### src/design/jlc_pkg.sv
package jlc_pkg;
	// Register bus
	localparam int ADR_W = 12;
	localparam logic [11:0] OFS_LINK_CTRL = 12'h574;
	localparam logic [11:0] OFS_LMFC_PHASE = 12'h578;
	localparam logic [11:0] OFS_DEV_ID = 12'h580;
	localparam logic [11:0] OFS_STATUS = 12'h5a0;

	// Field layout
	localparam int DLY_LSB = 4;
	localparam int DLY_W = 4;
	localparam int TM_LSB = 0;
	localparam int TM_W = 3;
	localparam int OFS_W = 5;
	localparam int DID_W = 8;
	localparam int STS_SYNC_BIT = 4;

	// Reset values
	localparam logic [3:0] RST_DLY = 4'h0;
	localparam logic [2:0] RST_TM = 3'h0;
	localparam logic [4:0] RST_OFS = 5'h00;
	localparam logic [7:0] RST_DID = 8'h00;

	// Link layer test codes
	localparam logic [2:0] TM_NORMAL = 3'h0;
	localparam logic [2:0] TM_D215 = 3'h1;
	localparam logic [2:0] TM_RPAT = 3'h4;
	localparam logic [2:0] TM_JSPAT = 3'h5;
	localparam logic [2:0] TM_JTSPAT = 3'h6;

	// Characters
	localparam logic [7:0] CH_K285 = 8'hbc;
	localparam logic [7:0] CH_K280 = 8'h1c;
	localparam logic [7:0] CH_K283 = 8'h7c;
	localparam logic [7:0] CH_K284 = 8'h9c;
	localparam logic [7:0] CH_D215 = 8'hb5;
	localparam logic [7:0] CH_IDLE = 8'h00;

	// ILAS layout
	localparam int ILAS_MF = 4;
	localparam logic [4:0] ILAS_POS_Q = 5'h01;
	localparam logic [4:0] ILAS_POS_DID = 5'h02;
	localparam logic [1:0] ILAS_CFG_MF = 2'h1;

	// Test pattern tables, entry 0 in the low byte
	localparam int PAT_LEN = 12;
	localparam int PAT_W = 4;
	localparam logic [95:0] TBL_RPAT = 96'h0e87c3e170381c8e47a3d7be;
	localparam logic [95:0] TBL_JSPAT = 96'h6b1ca5f03d87e2591b4c7e7e;
	localparam logic [95:0] TBL_JTSPAT = 96'h95e3a10fc2781da6e4b38181;

	typedef enum logic [3:0] {
		ST_CGS = 4'h1,
		ST_WAIT = 4'h2,
		ST_ILAS = 4'h4,
		ST_DATA = 4'h8
	} jlc_state_type;

	function automatic logic [7:0] jlc_pattern(input logic [2:0] code, input logic [PAT_W-1:0] idx);
		logic [95:0] tbl;
		tbl = TBL_RPAT;
		if (code == TM_JSPAT) begin
			tbl = TBL_JSPAT;
		end else if (code == TM_JTSPAT) begin
			tbl = TBL_JTSPAT;
		end
		return tbl[idx*8 +: 8];
	endfunction
endpackage

### src/design/jlc_stream_if.sv
`timescale 1ns/10ps
interface jlc_stream_if #(parameter int WIDTH = 8);
	logic [WIDTH-1:0] data;
	logic valid;
	logic ready;
	modport src(output data, output valid, input ready);
	modport snk(input data, input valid, output ready);
endinterface

### src/design/jlc_fifo.sv
`timescale 1ns/10ps
module jlc_fifo #(
	parameter int WIDTH = 8,
	parameter int DEPTH = 8
) (
	input wire logic clk_i,
	input wire logic rst_i,
	jlc_stream_if.snk in_s,
	jlc_stream_if.src out_s
);
	localparam int AW = $clog2(DEPTH);

	if (DEPTH < 2 || (1 << AW) != DEPTH) begin : g_bad_depth
		$error("jlc_fifo: DEPTH must be a power of two of at least 2");
	end

	logic [WIDTH-1:0] mem_q [DEPTH];
	logic [WIDTH-1:0] mem_d [DEPTH];
	logic [AW-1:0] wr_q, wr_d, rd_q, rd_d;
	logic [AW:0] cnt_q, cnt_d;
	logic push, pop;

	assign in_s.ready = (cnt_q != DEPTH[AW:0]);
	assign out_s.valid = (cnt_q != '0);
	assign out_s.data = mem_q[rd_q];
	assign push = in_s.valid && in_s.ready;
	assign pop = out_s.valid && out_s.ready;

	always_comb begin
		mem_d = mem_q;
		wr_d = wr_q;
		rd_d = rd_q;
		cnt_d = cnt_q;
		if (push) begin
			mem_d[wr_q] = in_s.data;
			wr_d = wr_q + 1'b1;
		end
		if (pop) begin
			rd_d = rd_q + 1'b1;
		end
		if (push && !pop) begin
			cnt_d = cnt_q + 1'b1;
		end else if (pop && !push) begin
			cnt_d = cnt_q - 1'b1;
		end
	end

	always_ff @(posedge clk_i) begin
		mem_q <= mem_d;
		if (rst_i) begin
			wr_q <= '0;
			rd_q <= '0;
			cnt_q <= '0;
		end else begin
			wr_q <= wr_d;
			rd_q <= rd_d;
			cnt_q <= cnt_d;
		end
	end
endmodule // jlc_fifo

### src/design/jlc_link_ctrl.sv
// Function
// [RULE1] ILAS starts on LMFC boundary delay plus one
// [RULE2] Test code zero passes normal link traffic
// [RULE3] Code 001 sends continuous D21.5 characters
// [RULE4] Code 100 sends modified RPAT sequence
// [RULE5] LMFC phase shifted by offset frame clocks
// [RULE6] Writable device identifier, reset zero, reported
// [RULE7] Codes 101/110 JSPAT/JTSPAT; others reserved
//
// Implementation choice: the Wishbone slave port.
`timescale 1ns/10ps
module jlc_link_ctrl #(
	parameter int MF_FRAMES = 32,
	parameter int FIFO_DEPTH = 8
) (
	input wire logic clk_i,
	input wire logic rst_i,
	input wire logic [11:0] wb_adr_i,
	input wire logic [31:0] wb_dat_i,
	output logic [31:0] wb_dat_o,
	input wire logic [3:0] wb_sel_i,
	input wire logic wb_we_i,
	input wire logic wb_cyc_i,
	input wire logic wb_stb_i,
	output logic wb_ack_o,
	input wire logic sync_request_n_i,
	input wire logic frame_tick_i,
	input wire logic [7:0] src_data_i,
	input wire logic src_valid_i,
	output logic src_ready_o,
	output logic [7:0] lane_char_o,
	output logic lane_k_o,
	output logic lane_valid_o,
	output logic lmfc_o,
	output logic ilas_active_o,
	output logic [7:0] did_o
);
	if (MF_FRAMES != (1 << jlc_pkg::OFS_W)) begin : g_bad_frames
		$error("jlc_link_ctrl: MF_FRAMES must match the offset field range");
	end

	localparam logic [4:0] POS_LAST = 5'(MF_FRAMES - 1);
	localparam logic [1:0] ILAS_LAST = 2'(jlc_pkg::ILAS_MF - 1);
	localparam logic [3:0] PAT_LAST = 4'(jlc_pkg::PAT_LEN - 1);

	////////////////////////////////////////////////////////////////
	// Sample FIFO
	jlc_stream_if #(.WIDTH(8)) fin_if ();
	jlc_stream_if #(.WIDTH(8)) fout_if ();
	logic pop;

	assign fin_if.data = src_data_i;
	assign fin_if.valid = src_valid_i;
	assign src_ready_o = fin_if.ready;
	assign fout_if.ready = pop;

	jlc_fifo #(.WIDTH(8), .DEPTH(FIFO_DEPTH)) u_fifo (
		.clk_i(clk_i),
		.rst_i(rst_i),
		.in_s(fin_if),
		.out_s(fout_if)
	);

	////////////////////////////////////////////////////////////////
	// Sync request synchroniser, low means request
	logic sync_s1_q, sync_s2_q;

	always_ff @(posedge clk_i) begin
		if (rst_i) begin
			sync_s1_q <= 1'b0;
			sync_s2_q <= 1'b0;
		end else begin
			sync_s1_q <= sync_request_n_i;
			sync_s2_q <= sync_s1_q;
		end
	end

	////////////////////////////////////////////////////////////////
	// Wishbone register file
	logic ack_q, ack_d;
	logic [31:0] rdat_q, rdat_d;
	logic [3:0] dly_q, dly_d;
	logic [2:0] tm_q, tm_d;
	logic [4:0] ofs_q, ofs_d;
	logic [7:0] did_q, did_d;
	logic wr_en;
	jlc_pkg::jlc_state_type st_q, st_d;

	assign wr_en = wb_cyc_i && wb_stb_i && wb_we_i && ack_q && wb_sel_i[0];

	always_comb begin
		ack_d = wb_cyc_i && wb_stb_i && !ack_q;
		rdat_d = '0;
		dly_d = dly_q;
		tm_d = tm_q;
		ofs_d = ofs_q;
		did_d = did_q;
		case (wb_adr_i)
			jlc_pkg::OFS_LINK_CTRL: begin
				rdat_d[jlc_pkg::DLY_LSB +: jlc_pkg::DLY_W] = dly_q;
				rdat_d[jlc_pkg::TM_LSB +: jlc_pkg::TM_W] = tm_q;
				if (wr_en) begin
					dly_d = wb_dat_i[jlc_pkg::DLY_LSB +: jlc_pkg::DLY_W];
					tm_d = wb_dat_i[jlc_pkg::TM_LSB +: jlc_pkg::TM_W];
				end
			end
			jlc_pkg::OFS_LMFC_PHASE: begin
				rdat_d[jlc_pkg::OFS_W-1:0] = ofs_q;
				if (wr_en) begin
					ofs_d = wb_dat_i[jlc_pkg::OFS_W-1:0];
				end
			end
			jlc_pkg::OFS_DEV_ID: begin
				rdat_d[jlc_pkg::DID_W-1:0] = did_q;
				if (wr_en) begin
					did_d = wb_dat_i[jlc_pkg::DID_W-1:0]; // RULE6
				end
			end
			jlc_pkg::OFS_STATUS: begin
				rdat_d[3:0] = st_q;
				rdat_d[jlc_pkg::STS_SYNC_BIT] = sync_s2_q;
			end
			default: begin
				rdat_d = '0;
			end
		endcase
	end

	always_ff @(posedge clk_i) begin
		if (rst_i) begin
			ack_q <= 1'b0;
			rdat_q <= '0;
			dly_q <= jlc_pkg::RST_DLY;
			tm_q <= jlc_pkg::RST_TM;
			ofs_q <= jlc_pkg::RST_OFS;
			did_q <= jlc_pkg::RST_DID;
		end else begin
			ack_q <= ack_d;
			rdat_q <= rdat_d;
			dly_q <= dly_d;
			tm_q <= tm_d;
			ofs_q <= ofs_d;
			did_q <= did_d;
		end
	end

	assign wb_ack_o = ack_q;
	assign wb_dat_o = rdat_q;
	assign did_o = did_q; // RULE6

	////////////////////////////////////////////////////////////////
	// Link sequencing and lane character generation
	logic [4:0] lmfc_cnt_q, lmfc_cnt_d, pos;
	logic [3:0] bcnt_q, bcnt_d;
	logic [1:0] mfc_q, mfc_d, ilas_mf;
	logic [3:0] pat_q, pat_d;
	logic [7:0] char_q, char_d;
	logic k_q, k_d, lvalid_q, lvalid_d, lmfc_q, lmfc_d;
	logic boundary, test_on;

	assign pos = lmfc_cnt_q - ofs_q; // RULE5
	assign boundary = (pos == '0);
	assign ilas_mf = (st_q == jlc_pkg::ST_ILAS) ? mfc_q : '0;
	assign test_on = (tm_q == jlc_pkg::TM_D215) || (tm_q == jlc_pkg::TM_RPAT) ||
		(tm_q == jlc_pkg::TM_JSPAT) || (tm_q == jlc_pkg::TM_JTSPAT); // RULE7

	always_comb begin
		st_d = st_q;
		bcnt_d = bcnt_q;
		mfc_d = mfc_q;
		lmfc_cnt_d = lmfc_cnt_q;
		pat_d = pat_q;
		char_d = char_q;
		k_d = k_q;
		lvalid_d = 1'b0;
		lmfc_d = 1'b0;
		pop = 1'b0;
		if (!sync_s2_q) begin
			st_d = jlc_pkg::ST_CGS;
			bcnt_d = '0;
		end else begin
			case (st_q)
				jlc_pkg::ST_CGS: begin
					st_d = jlc_pkg::ST_WAIT;
					bcnt_d = '0;
				end
				jlc_pkg::ST_WAIT: begin
					if (frame_tick_i && boundary) begin
						if (bcnt_q == dly_q) begin
							st_d = jlc_pkg::ST_ILAS; // RULE1
							mfc_d = '0;
						end else begin
							bcnt_d = bcnt_q + 1'b1; // RULE1
						end
					end
				end
				jlc_pkg::ST_ILAS: begin
					if (frame_tick_i && pos == POS_LAST) begin
						if (mfc_q == ILAS_LAST) begin
							st_d = jlc_pkg::ST_DATA;
						end else begin
							mfc_d = mfc_q + 1'b1;
						end
					end
				end
				jlc_pkg::ST_DATA: begin
					st_d = jlc_pkg::ST_DATA;
				end
				default: begin
					st_d = jlc_pkg::ST_CGS;
				end
			endcase
		end
		if (frame_tick_i) begin
			lmfc_cnt_d = lmfc_cnt_q + 1'b1;
			lmfc_d = boundary; // RULE5
			lvalid_d = 1'b1;
			pat_d = (pat_q == PAT_LAST) ? '0 : pat_q + 1'b1;
			k_d = 1'b0;
			if (tm_q == jlc_pkg::TM_D215) begin
				char_d = jlc_pkg::CH_D215; // RULE3
			end else if (test_on) begin
				char_d = jlc_pkg::jlc_pattern(tm_q, pat_q); // RULE4 RULE7
			end else if (!sync_s2_q) begin
				char_d = jlc_pkg::CH_K285;
				k_d = 1'b1;
			end else if (st_q == jlc_pkg::ST_ILAS || st_d == jlc_pkg::ST_ILAS) begin
				if (pos == '0) begin
					char_d = jlc_pkg::CH_K280; // RULE1
					k_d = 1'b1;
				end else if (pos == POS_LAST) begin
					char_d = jlc_pkg::CH_K283;
					k_d = 1'b1;
				end else if (ilas_mf == jlc_pkg::ILAS_CFG_MF && pos == jlc_pkg::ILAS_POS_Q) begin
					char_d = jlc_pkg::CH_K284;
					k_d = 1'b1;
				end else if (ilas_mf == jlc_pkg::ILAS_CFG_MF && pos == jlc_pkg::ILAS_POS_DID) begin
					char_d = did_q; // RULE6
				end else begin
					char_d = {3'h0, pos};
				end
			end else if (st_q == jlc_pkg::ST_DATA) begin
				pop = fout_if.valid; // RULE2
				char_d = fout_if.valid ? fout_if.data : jlc_pkg::CH_IDLE; // RULE2
			end else begin
				char_d = jlc_pkg::CH_K285;
				k_d = 1'b1;
			end
		end
	end

	always_ff @(posedge clk_i) begin
		if (rst_i) begin
			st_q <= jlc_pkg::ST_CGS;
			bcnt_q <= '0;
			mfc_q <= '0;
			lmfc_cnt_q <= '0;
			pat_q <= '0;
			char_q <= '0;
			k_q <= 1'b0;
			lvalid_q <= 1'b0;
			lmfc_q <= 1'b0;
		end else begin
			st_q <= st_d;
			bcnt_q <= bcnt_d;
			mfc_q <= mfc_d;
			lmfc_cnt_q <= lmfc_cnt_d;
			pat_q <= pat_d;
			char_q <= char_d;
			k_q <= k_d;
			lvalid_q <= lvalid_d;
			lmfc_q <= lmfc_d;
		end
	end

	assign lane_char_o = char_q;
	assign lane_k_o = k_q;
	assign lane_valid_o = lvalid_q;
	assign lmfc_o = lmfc_q;
	assign ilas_active_o = (st_q == jlc_pkg::ST_ILAS);
endmodule // jlc_link_ctrl

### config.mk
export PLATFORM = sky130hd
export DESIGN_NAME = jlc_link_ctrl
export DESIGN_NICKNAME = d
export VERILOG_FILES = /design/src/design/jlc_pkg.sv /design/src/design/jlc_stream_if.sv /design/src/design/jlc_fifo.sv /design/src/design/jlc_link_ctrl.sv
export SDC_FILE = /design/constraint.sdc
export NUM_CORES = 1
export LEC_CHECK = 0
export BUFFER_PORTS_ARGS = -buffer_cell sky130_fd_sc_hd__buf_4
export CORE_MARGIN = 5
export CORE_UTILIZATION = 45
export CTS_CLUSTER_SIZE = 30
export DETAILED_ROUTE_END_ITERATION = 10
export PLACE_DENSITY_LB_ADDON = 0.05
export SKIP_CTS_REPAIR_TIMING = 1
export SYNTH_ARGS = -nofsm -noshare
export SYNTH_HDL_FRONTEND = slang
export SYNTH_HIERARCHICAL = 1
export SYNTH_SLANG_ARGS = --single-unit
export TNS_END_PERCENT = 30
### constraint.sdc
create_clock -name clk_i -period 3.6 [get_ports clk_i]
set_input_delay 0.18 -clock clk_i [delete_from_list [all_inputs] [get_ports clk_i]]
set_output_delay 0.18 -clock clk_i [all_outputs]
set_load 0.03 [all_outputs]
Yosys cells after proc, flatten, opt, wreduce, memory -nomap -nowiden
Index checks and enable logic that the tools add are counted.
Widths: inputs -> output; s select.
- flip-flop bits (word level): 159
- output and inout bits: 54
- input port bits: 64
- word-level logic and storage cells: 163
- reductions and logical operators: 33
- muxes and demuxes: 58
- shifts and indexed selects: 1
- bitwise gates (word level): 4
- magnitude comparators: 3
- add/sub/neg operators: 9
- equality and inequality tests: 26
- operators by type and width (kind ; number):
    $mux 96 ; 5
    $mux 8 ; 13
    $shiftx 96x8->8 ; 1
    $bwmux 64 ; 1
    $eq 12x11->1 const B ; 4
    $mux 4 ; 10
    $bmux 8 s3 ; 1
    $demux 8 s3 ; 1
    $pmux 4 s4 ; 1
    $mux 1 ; 15
    $logic_and 1x1->1 ; 14
    $add 4x1->4 const B ; 3
    $pmux 3 s4 ; 1
    $mux 2 ; 5
    $eq 3x3->1 const B ; 3
    $eq 4x3->1 const B ; 2
    $eq 4x4->1 const B ; 2
    $ge 4x4->1 const B ; 2
    $ne 2x2->1 const B ; 4
    $not 3->4 ; 2
    $pmux 4 s2 ; 1
    $add 3x1->3 const B ; 2
    $pmux 3 s2 ; 1
    $reduce_and 2->1 ; 3
    other kinds (28) ; 37

Depth between registers and ports, before layout
Gate-level depths: netlist of the first run.
- depth in word-level cells: 17
- depth in mapped cells: 14

Hierarchy
Netlist of the first run, hierarchy kept.
- by module, submodules not included (module ; cells each ; instances ; seq. area each (um^2) ; area an instance (um^2)):
    jlc_link_ctrl ; 501 ; 1 ; 1221.2 ; 3956.3
    jlc_fifo ; 162 ; 1 ; 2122.0 ; 3054.2

Worst setup path before layout of the first run
OpenSTA, ideal clock, no wires.
- path type: reg2reg
- from: reg st_q[1]
- to: reg u_fifo.cnt_q[3]
- path slack: 643 ps
- arrival: 2836 ps
- stages on the path, launching flop included: 13
- library setup time: 121 ps
- clock period less this slack: 2957 ps
- cell sequence: dfxtp_1 -> buf_2 -> or4b_2 -> nor2_1 -> and3_1 -> nand2_1 -> ha_1 -> inv_1 -> ha_1 -> a21oi_1 -> a211oi_1 -> a31oi_1 -> mux2_2
- word-level cells in the longest chain between the ends: 15
- ends and longest elaborated chain (element ; line ; RTL):
    from (decl) ; jlc_link_ctrl.sv:87 ; jlc_pkg::jlc_state_type st_q, st_d;
    from (signal assigned) ; jlc_link_ctrl.sv:254 ; st_q <= jlc_pkg::ST_CGS;
    from (signal assigned) ; jlc_link_ctrl.sv:264 ; st_q <= st_d;
    $mux 4 (on tied branches) ; jlc_link_ctrl.sv:199, jlc_link_ctrl.sv:189 ;
    $mux 4 (on tied branches) ; jlc_link_ctrl.sv:198, jlc_link_ctrl.sv:188 ;
    $pmux 4 s4 ; jlc_link_ctrl.sv:182 ; case (st_q)
    $mux 4 ; jlc_link_ctrl.sv:178 ; if (!sync_s2_q) begin
    $eq 4x3->1 ; jlc_link_ctrl.sv:227 ; end else if (st_q == jlc_pkg::ST_ILAS || st_d == jlc_pkg::ST_ILAS) begin
    $logic_or 1x1->1 ; jlc_link_ctrl.sv:227 ;
    $mux 1 * ; jlc_link_ctrl.sv:227 ;
    $mux 1 * ; jlc_link_ctrl.sv:224 ; end else if (!sync_s2_q) begin
    $mux 1 * ; jlc_link_ctrl.sv:222 ; end else if (test_on) begin
    $mux 1 * ; jlc_link_ctrl.sv:220 ; if (tm_q == jlc_pkg::TM_D215) begin
    $mux 1 * ; jlc_link_ctrl.sv:214 ; if (frame_tick_i) begin
    named net fout_if.ready ; jlc_stream_if.sv:5 ; logic ready;
    $logic_and 1x1->1 * ; jlc_fifo.sv:27 ; assign pop = out_s.valid && out_s.ready;
    $logic_not 1->1 ; jlc_fifo.sv:41 ; if (push && !pop) begin
    $logic_and 1x1->1 ; jlc_fifo.sv:41 ;
    $mux 4 / $reduce_bool 2->1 (equally long branches) ; - ;
    to (signal assigned) ; jlc_fifo.sv:57 ; cnt_q <= cnt_d;
    to (decl) ; jlc_fifo.sv:20 ; logic [AW:0] cnt_q, cnt_d;
Mark *: on every way through the listed nets, which the timed path passes. The rest lies on a longest branch.
A chain may end at the register's enable or synchronous reset.

Worst setup path in the final report of the first run
- from: reg st_q[3]
- to: reg u_fifo.cnt_q[3]
The elaborated chain is that of the path after synthesis.

==> results of run 1 <==
through the flow:
| step | area [um^2] | setup WS, ns | std cells |
|---|---|---|---|
| 2_1_floorplan | 7100 | 0.643 | 686 |
| 3_3_place_gp | 7630 | 0.375 | 918 |
| 3_5_place_dp | 7630 | 0.319 | 918 |
| 4_1_cts | 8190 | 0.306 | 950 |
| 5_1_grt | 8280 | 0.0731 | 959 |
| 6_report | 8280 | 0.303 | 959 |
synth_stat cells, drive strengths merged, types with 15 or more instances:
master  instances  area (um^2)
nand2          49          194
buf            34          253
nor2           88          330
o21ai          22          121
mux2i          26          260
mux4           16          420
clkbuf         25         95.1
dfxtp          71         1420
nand3          15         75.1
ha             16          200
edfxtp         64         1920
inv            19         71.3
a21oi          27          135
worst min-delay path: stages:
cell and delay [ns]:
buf_4 0.08, mux2i_1 0.05, nor2_1 0.07
cells in the final DEF, fill, tap and decap left out, types with 6 or more instances in the layout:
| cell type | n |
|---|---|
| nor2_1 | 88 |
| buf_4 | 80 |
| dfxtp_1 | 71 |
| edfxtp_1 | 64 |
| nand2_1 | 47 |
| a21oi_1 | 27 |
| mux2i_1 | 26 |
| conb_1 | 24 |
| o21ai_0 | 20 |
| inv_1 | 18 |
| clkbuf_16 | 17 |
| ha_1 | 16 |
| mux4_1 | 16 |
| nand3_1 | 15 |
| xor2_1 | 14 |
| mux2_2 | 13 |
| and3_1 | 10 |
| nor3_1 | 10 |
| nor2b_1 | 9 |
| a211oi_1 | 9 |
| nand2b_1 | 9 |
| dlygate4sd3_1 | 9 |
| xnor2_1 | 7 |
| o22ai_1 | 7 |
| a22oi_1 | 7 |
| o21a_1 | 6 |
| clkinv_4 | 6 |
logic make-up (layout without fill, tap and decap cells):
kind of cell,count (synthesis),after routing,share of synthesized area (%)
compound gates,120,120,11.8
buf+inv,80,142,6.09
flops,135,135,47.7
mux,55,55,11.8
simple gates,233,233,16.5
fa+ha+maj,18,18,3.43
other cells,1,24,0.0535
xor+xnor,21,21,2.62
area by class of cell:
type	count	area (um^2)	share of cell area, %
Sequential cell	135	3340	40.4
Multi-Input combinational cell	471	3350	40.4
Timing Repair Buffer	89	691	8.34
Tap cell	211	264	3.19
Clock inverter	13	126	1.53
Clock buffer	19	433	5.23
Inverter	21	78.8	0.952
sequential cells by signal, indices dropped and copies added, names as in the netlist:
| name | flops |
|---|---|
| u_fifo/cnt_q | 4 |
| st_q | 4 |
| wb_ack_o | 1 |
| sync_s1_q | 1 |
| lmfc_o | 1 |
| pat_q | 4 |
| tm_q | 3 |
| lane_char_o | 8 |
| mfc_q | 2 |
| lane_valid_o | 1 |
| u_fifo/mem_q | 64 |
| ofs_q | 5 |
| u_fifo/rd_q | 3 |
| lmfc_cnt_q | 5 |
| sync_s2_q | 1 |
| u_fifo/wr_q | 3 |
| dly_q | 4 |
| did_o | 8 |
| wb_dat_o | 8 |
| bcnt_q | 4 |
| lane_k_o | 1 |
worst max-delay path by stage:
stage	start	end	cells past startpoint
floorplan	st_q[1]$_SDFF_PP0_	u_fifo/cnt_q[3]$_SDFFE_PP0P_	12
global placement	st_q[3]$_SDFF_PP0_	u_fifo/cnt_q[3]$_SDFFE_PP0P_	11
detailed placement	st_q[3]$_SDFF_PP0_	u_fifo/cnt_q[3]$_SDFFE_PP0P_	11
CTS	st_q[3]$_SDFF_PP0_	u_fifo/cnt_q[3]$_SDFFE_PP0P_	11
global route	st_q[3]$_SDFF_PP0_	u_fifo/cnt_q[3]$_SDFFE_PP0P_	11
finish	st_q[3]$_SDFF_PP0_	u_fifo/cnt_q[3]$_SDFFE_PP0P_	11
routing by layer:
metal / part of all wire (%) / up-vias
met5: 0 / -
met4: 1.3 / 0
met3: 4.4 / 18
met2: 50 / 126
met1: 44 / 2569
li1: - / 2558
power breakdown:
part	total (mW)	internal, mW	switching, mW
clock network	1.64	0.958	0.686
registers	1.72	1.68	0.0443
logic	0.479	0.188	0.291
total	3.85	2.82	1.02
==> results.cfg, run 1 <==
[sta]
drv_slew = 0
max_freq_ghz = 0.303
worst_slew_pin_slew_ns = 0.931
hold_violations = 0
rsz0062_at_grt = false
finalSetupViolations = 0
min_period_over_period_pct = 91.6
hold_ws_ns = 0.0110
fin_skew_ns = 0.0141
finalSetupTns_ns = 0
slew_headroom_pct = 37.4
period_needed_ns = 3.30

[floorplanning]
fp.coreArea_um2 = 15300
num_rows = 45
ioPinCount = 118
start_util_pct = 45.9
die_x_um = 135
die_y_um = 135
die-area_um2 = 18200

[synth]
synth.distinct_cells = 76
syn_area_per_cell_um2 = 10.6
syn_inst = 663
ys_seq_area_share_pct = 47.7
async_flop_share_pct = 0
synth_edf_count = 64
synth_area_um2 = 7010
ys.flop_type = dfxtp_1
yosys_register_bits = 135
synth_warnings = 6

[layout]
area_delta_synth_final_pct = 18.2
fin_util_pct = 54.3
nets = 817
n_antenna_cell = 0
drive_above_1_share_pct = 18.2
fill_cells = 1406

[route]
first_iter_violations = 382
viasPerCell = 5.50
detail_route.first_pass.iterations = 6
wirelength_mm = 17.3
drcViolationCount = 0
drtAntennaViolNets = 0
wl_per_cell_um = 18.1
vias = 5271

[hold_path]
min_path_cells = 3
min_path_type = input pin to flop
hold_start = wb_dat_i[5]
hold_end = dly_q[1]$_SDFFE_PP0P_

[place]
gp_congestion = 0.885
portBuffers = 66
dp_hpwl_mm = 12.4

[job]
maxCapViolations = 0

[clock_tree]
cts_made_buffers = 17
htreeDepth = 4
cts_tree = yes
cts_sinks = 135
clock_path_buffers = 2
clk_pin_slew_ns = 0.06
insertion_delay_ns = 0.42
root_buffer = clkbuf_16

[setup_path]
endpoint_kind = flop
worst-path-buf-inv = 1
r2r_cells = 11
rrSetupSlack_ns = 0.30
reg2reg_to = u_fifo/cnt_q[3]$_SDFFE_PP0P_
start_kind = flop
slowest_delay_ns = 0.69
crit_top_cell = ha_1
cp_data_required_time_ns = 3.91
cp_slowest_cell = or4b_2
critical_path_class = flop to flop
path_cells = or4b_2, nor2_1, and3_1, nand2_1, ha_1, inv_1, ha_1, a21oi_1, a211oi_1, a31oi_1, mux2_2
crit_arrival_ns = 3.61
cp_top_family = simple AND/OR/NAND/NOR gates
r2r_start = st_q[3]$_SDFF_PP0_
worstPathMaxFanout = 9

[pwr]
leakage_nw = 3.15
peakVddDrop_uv = 544
fin_total_pwr_mw = 3.85
power.density_nw_per_um2 = 464

[global_route]
grt_max_degree = 57
overflow = 0
antenna_found_initial = 0
top_usage_layer = met2
grt.met1_usage_pct = 24.3
grt_pass1_wl_mm = 27.3
use_met2_pct = 32.9
grtUsageMet3_pct = 5.03
grt_use_total_pct = 19.3
grt_pass1_vias = 5108

[status]
status = finished, final reports clean
No activity file was read; power rests on OpenSTA's default activity.
==> inputs of run 2 (changes only) <==
Settings changed: BUFFER_PORTS_ARGS -buffer_cell sky130_fd_sc_hd__buf_4 to -buffer_cell sky130_fd_sc_hd__buf_2.
==> results.cfg, run 2 (same netlist as run 1, synthesis figures left out) <==
[floorplanning]
num_rows = 45
die_x_um = 135
die-area_um2 = 18200
die_y_um = 135
start_util_pct = 45.9
ioPinCount = 118
fp.coreArea_um2 = 15300

[layout]
nets = 811
n_antenna_cell = 0
largest_register_ffs = 64
multi_input_area_um2 = 3340
area_delta_synth_final_pct = 15.1
fill_cells = 1338
seq_area_um2 = 3340
fin_util_pct = 52.9
final_cell_mix = nor2_1, dfxtp_1, buf_2, edfxtp_1, nand2_1
drive_above_1_share_pct = 18.9
final_common_cell = nor2_1
regMostFlops = u_fifo/mem_q
fin_cells = 953

[sta]
fin_skew_ns = 0.0107
finalSetupViolations = 0
rsz0062_at_grt = false
finalSetupTns_ns = 0
period_needed_ns = 3.29
drv_slew = 0
hold_violations = 0
hold_ws_ns = 0.0160
max_freq_ghz = 0.304
min_period_over_period_pct = 91.5
slew_headroom_pct = 29.9
worst_slew_pin_slew_ns = 1.05

[clock_tree]
root_buffer = clkbuf_16
htreeDepth = 4
clock_path_buffers = 2
clk_pin_slew_ns = 0.07
insertion_delay_ns = 0.42
cts_made_buffers = 17
cts_sinks = 135
cts_tree = yes

[job]
maxCapViolations = 0

[setup_path]
crit_arrival_ns = 3.61
critical_path_class = flop to flop
start_kind = flop
worstPathMaxFanout = 7
endpoint_kind = flop
cp_data_required_time_ns = 3.91

[route]
wl_per_cell_um = 18.0
detail_route.first_pass.iterations = 5
drtAntennaViolNets = 0
viasPerCell = 5.50
wirelength_mm = 17.1
drcViolationCount = 0
vias = 5239
first_iter_violations = 349

[pwr]
power.density_nw_per_um2 = 482
peakVddDrop_uv = 526
fin_total_pwr_mw = 3.89
leakage_nw = 3.10

[global_route]
overflow = 0
antenna_found_initial = 0
grt_pass1_vias = 4973
grt_use_total_pct = 19.1
grt_max_degree = 57
grt_pass1_wl_mm = 26.8

[place]
gp_congestion = 0.878
portBuffers = 66
dp_hpwl_mm = 12.5
place_inst = 920

[status]
status = finished, final reports clean

[hold_path]
min_path_type = input pin to flop
[run 2: changes by cell type in the layout (fill, tap and decap cells not counted), moves of 4 or more]
cell | previous run | this run
buf_2 | 0 | 66
clkinv_4 | 6 | 1
inv_6 | 1 | 5
buf_4 | 80 | 16
dlygate4sd3_1 | 9 | 1
[run 2: critical path: stages, from the launching register on]
cell and delay [ns]:
dfxtp_1 0.39, or4b_2 0.75, nor2_1 0.20, and3_1 0.23, nand2_1 0.13, ha_1 0.22
inv_1 0.13, ha_1 0.29, a21oi_1 0.21, a211oi_1 0.10, a31oi_1 0.19, mux2_2 0.35
[run 2: final cells by class]
type / instances / area share (%)
Sequential cell: 135 / 41.4
Tap cell: 211 / 3.27
Timing Repair Buffer: 83 / 5.71
Inverter: 21 / 0.977
Clock buffer: 17 / 5.27
Clock inverter: 15 / 1.98
Multi-Input combinational cell: 471 / 41.3
[run 2: stage by stage]
step / setup WS, ns / cell area (um^2)
after floorplan: 0.643 / 7100
after global placement: 0.366 / 7470
after detailed placement: 0.252 / 7470
after CTS: 0.240 / 8060
after global routing: 0.0699 / 8070
final: 0.308 / 8070
[run 2: path summary, 6_finish.rpt]
path                   startpoint                      endpoint  slack [ns]  cells past startpoint
min                 src_data_i[4]    u_fifo/mem_q[60]$_DFFE_PP_        0.02                      1
max reg2reg    st_q[0]$_SDFF_PP1_  u_fifo/cnt_q[3]$_SDFFE_PP0P_        0.31                     11
min reg2reg  sync_s1_q$_SDFF_PP0_          sync_s2_q$_SDFF_PP0_        0.44                      1
max            st_q[0]$_SDFF_PP1_  u_fifo/cnt_q[3]$_SDFFE_PP0P_        0.31                     11
[run 2: metal layers]
layer  global-route usage [%]  share of wire (%)  wire length (um)  vias to the layer above
met2                     32.9                 50              8630                      114
met4                     4.98               0.99               170                        0
met3                     4.66                4.2               718                       16
met5                        0                  0                 0                        -
li1                         -                  -                 -                     2547
met1                     24.0                 44              7610                     2562
[run 2: power breakdown]
part	leakage [nW]	switching [mW]	internal, mW	total [mW]
clock network	0.280	0.733	0.979	1.71
logic	1.66	0.293	0.167	0.460
registers	1.16	0.0431	1.68	1.72
total	3.10	1.07	2.82	3.89
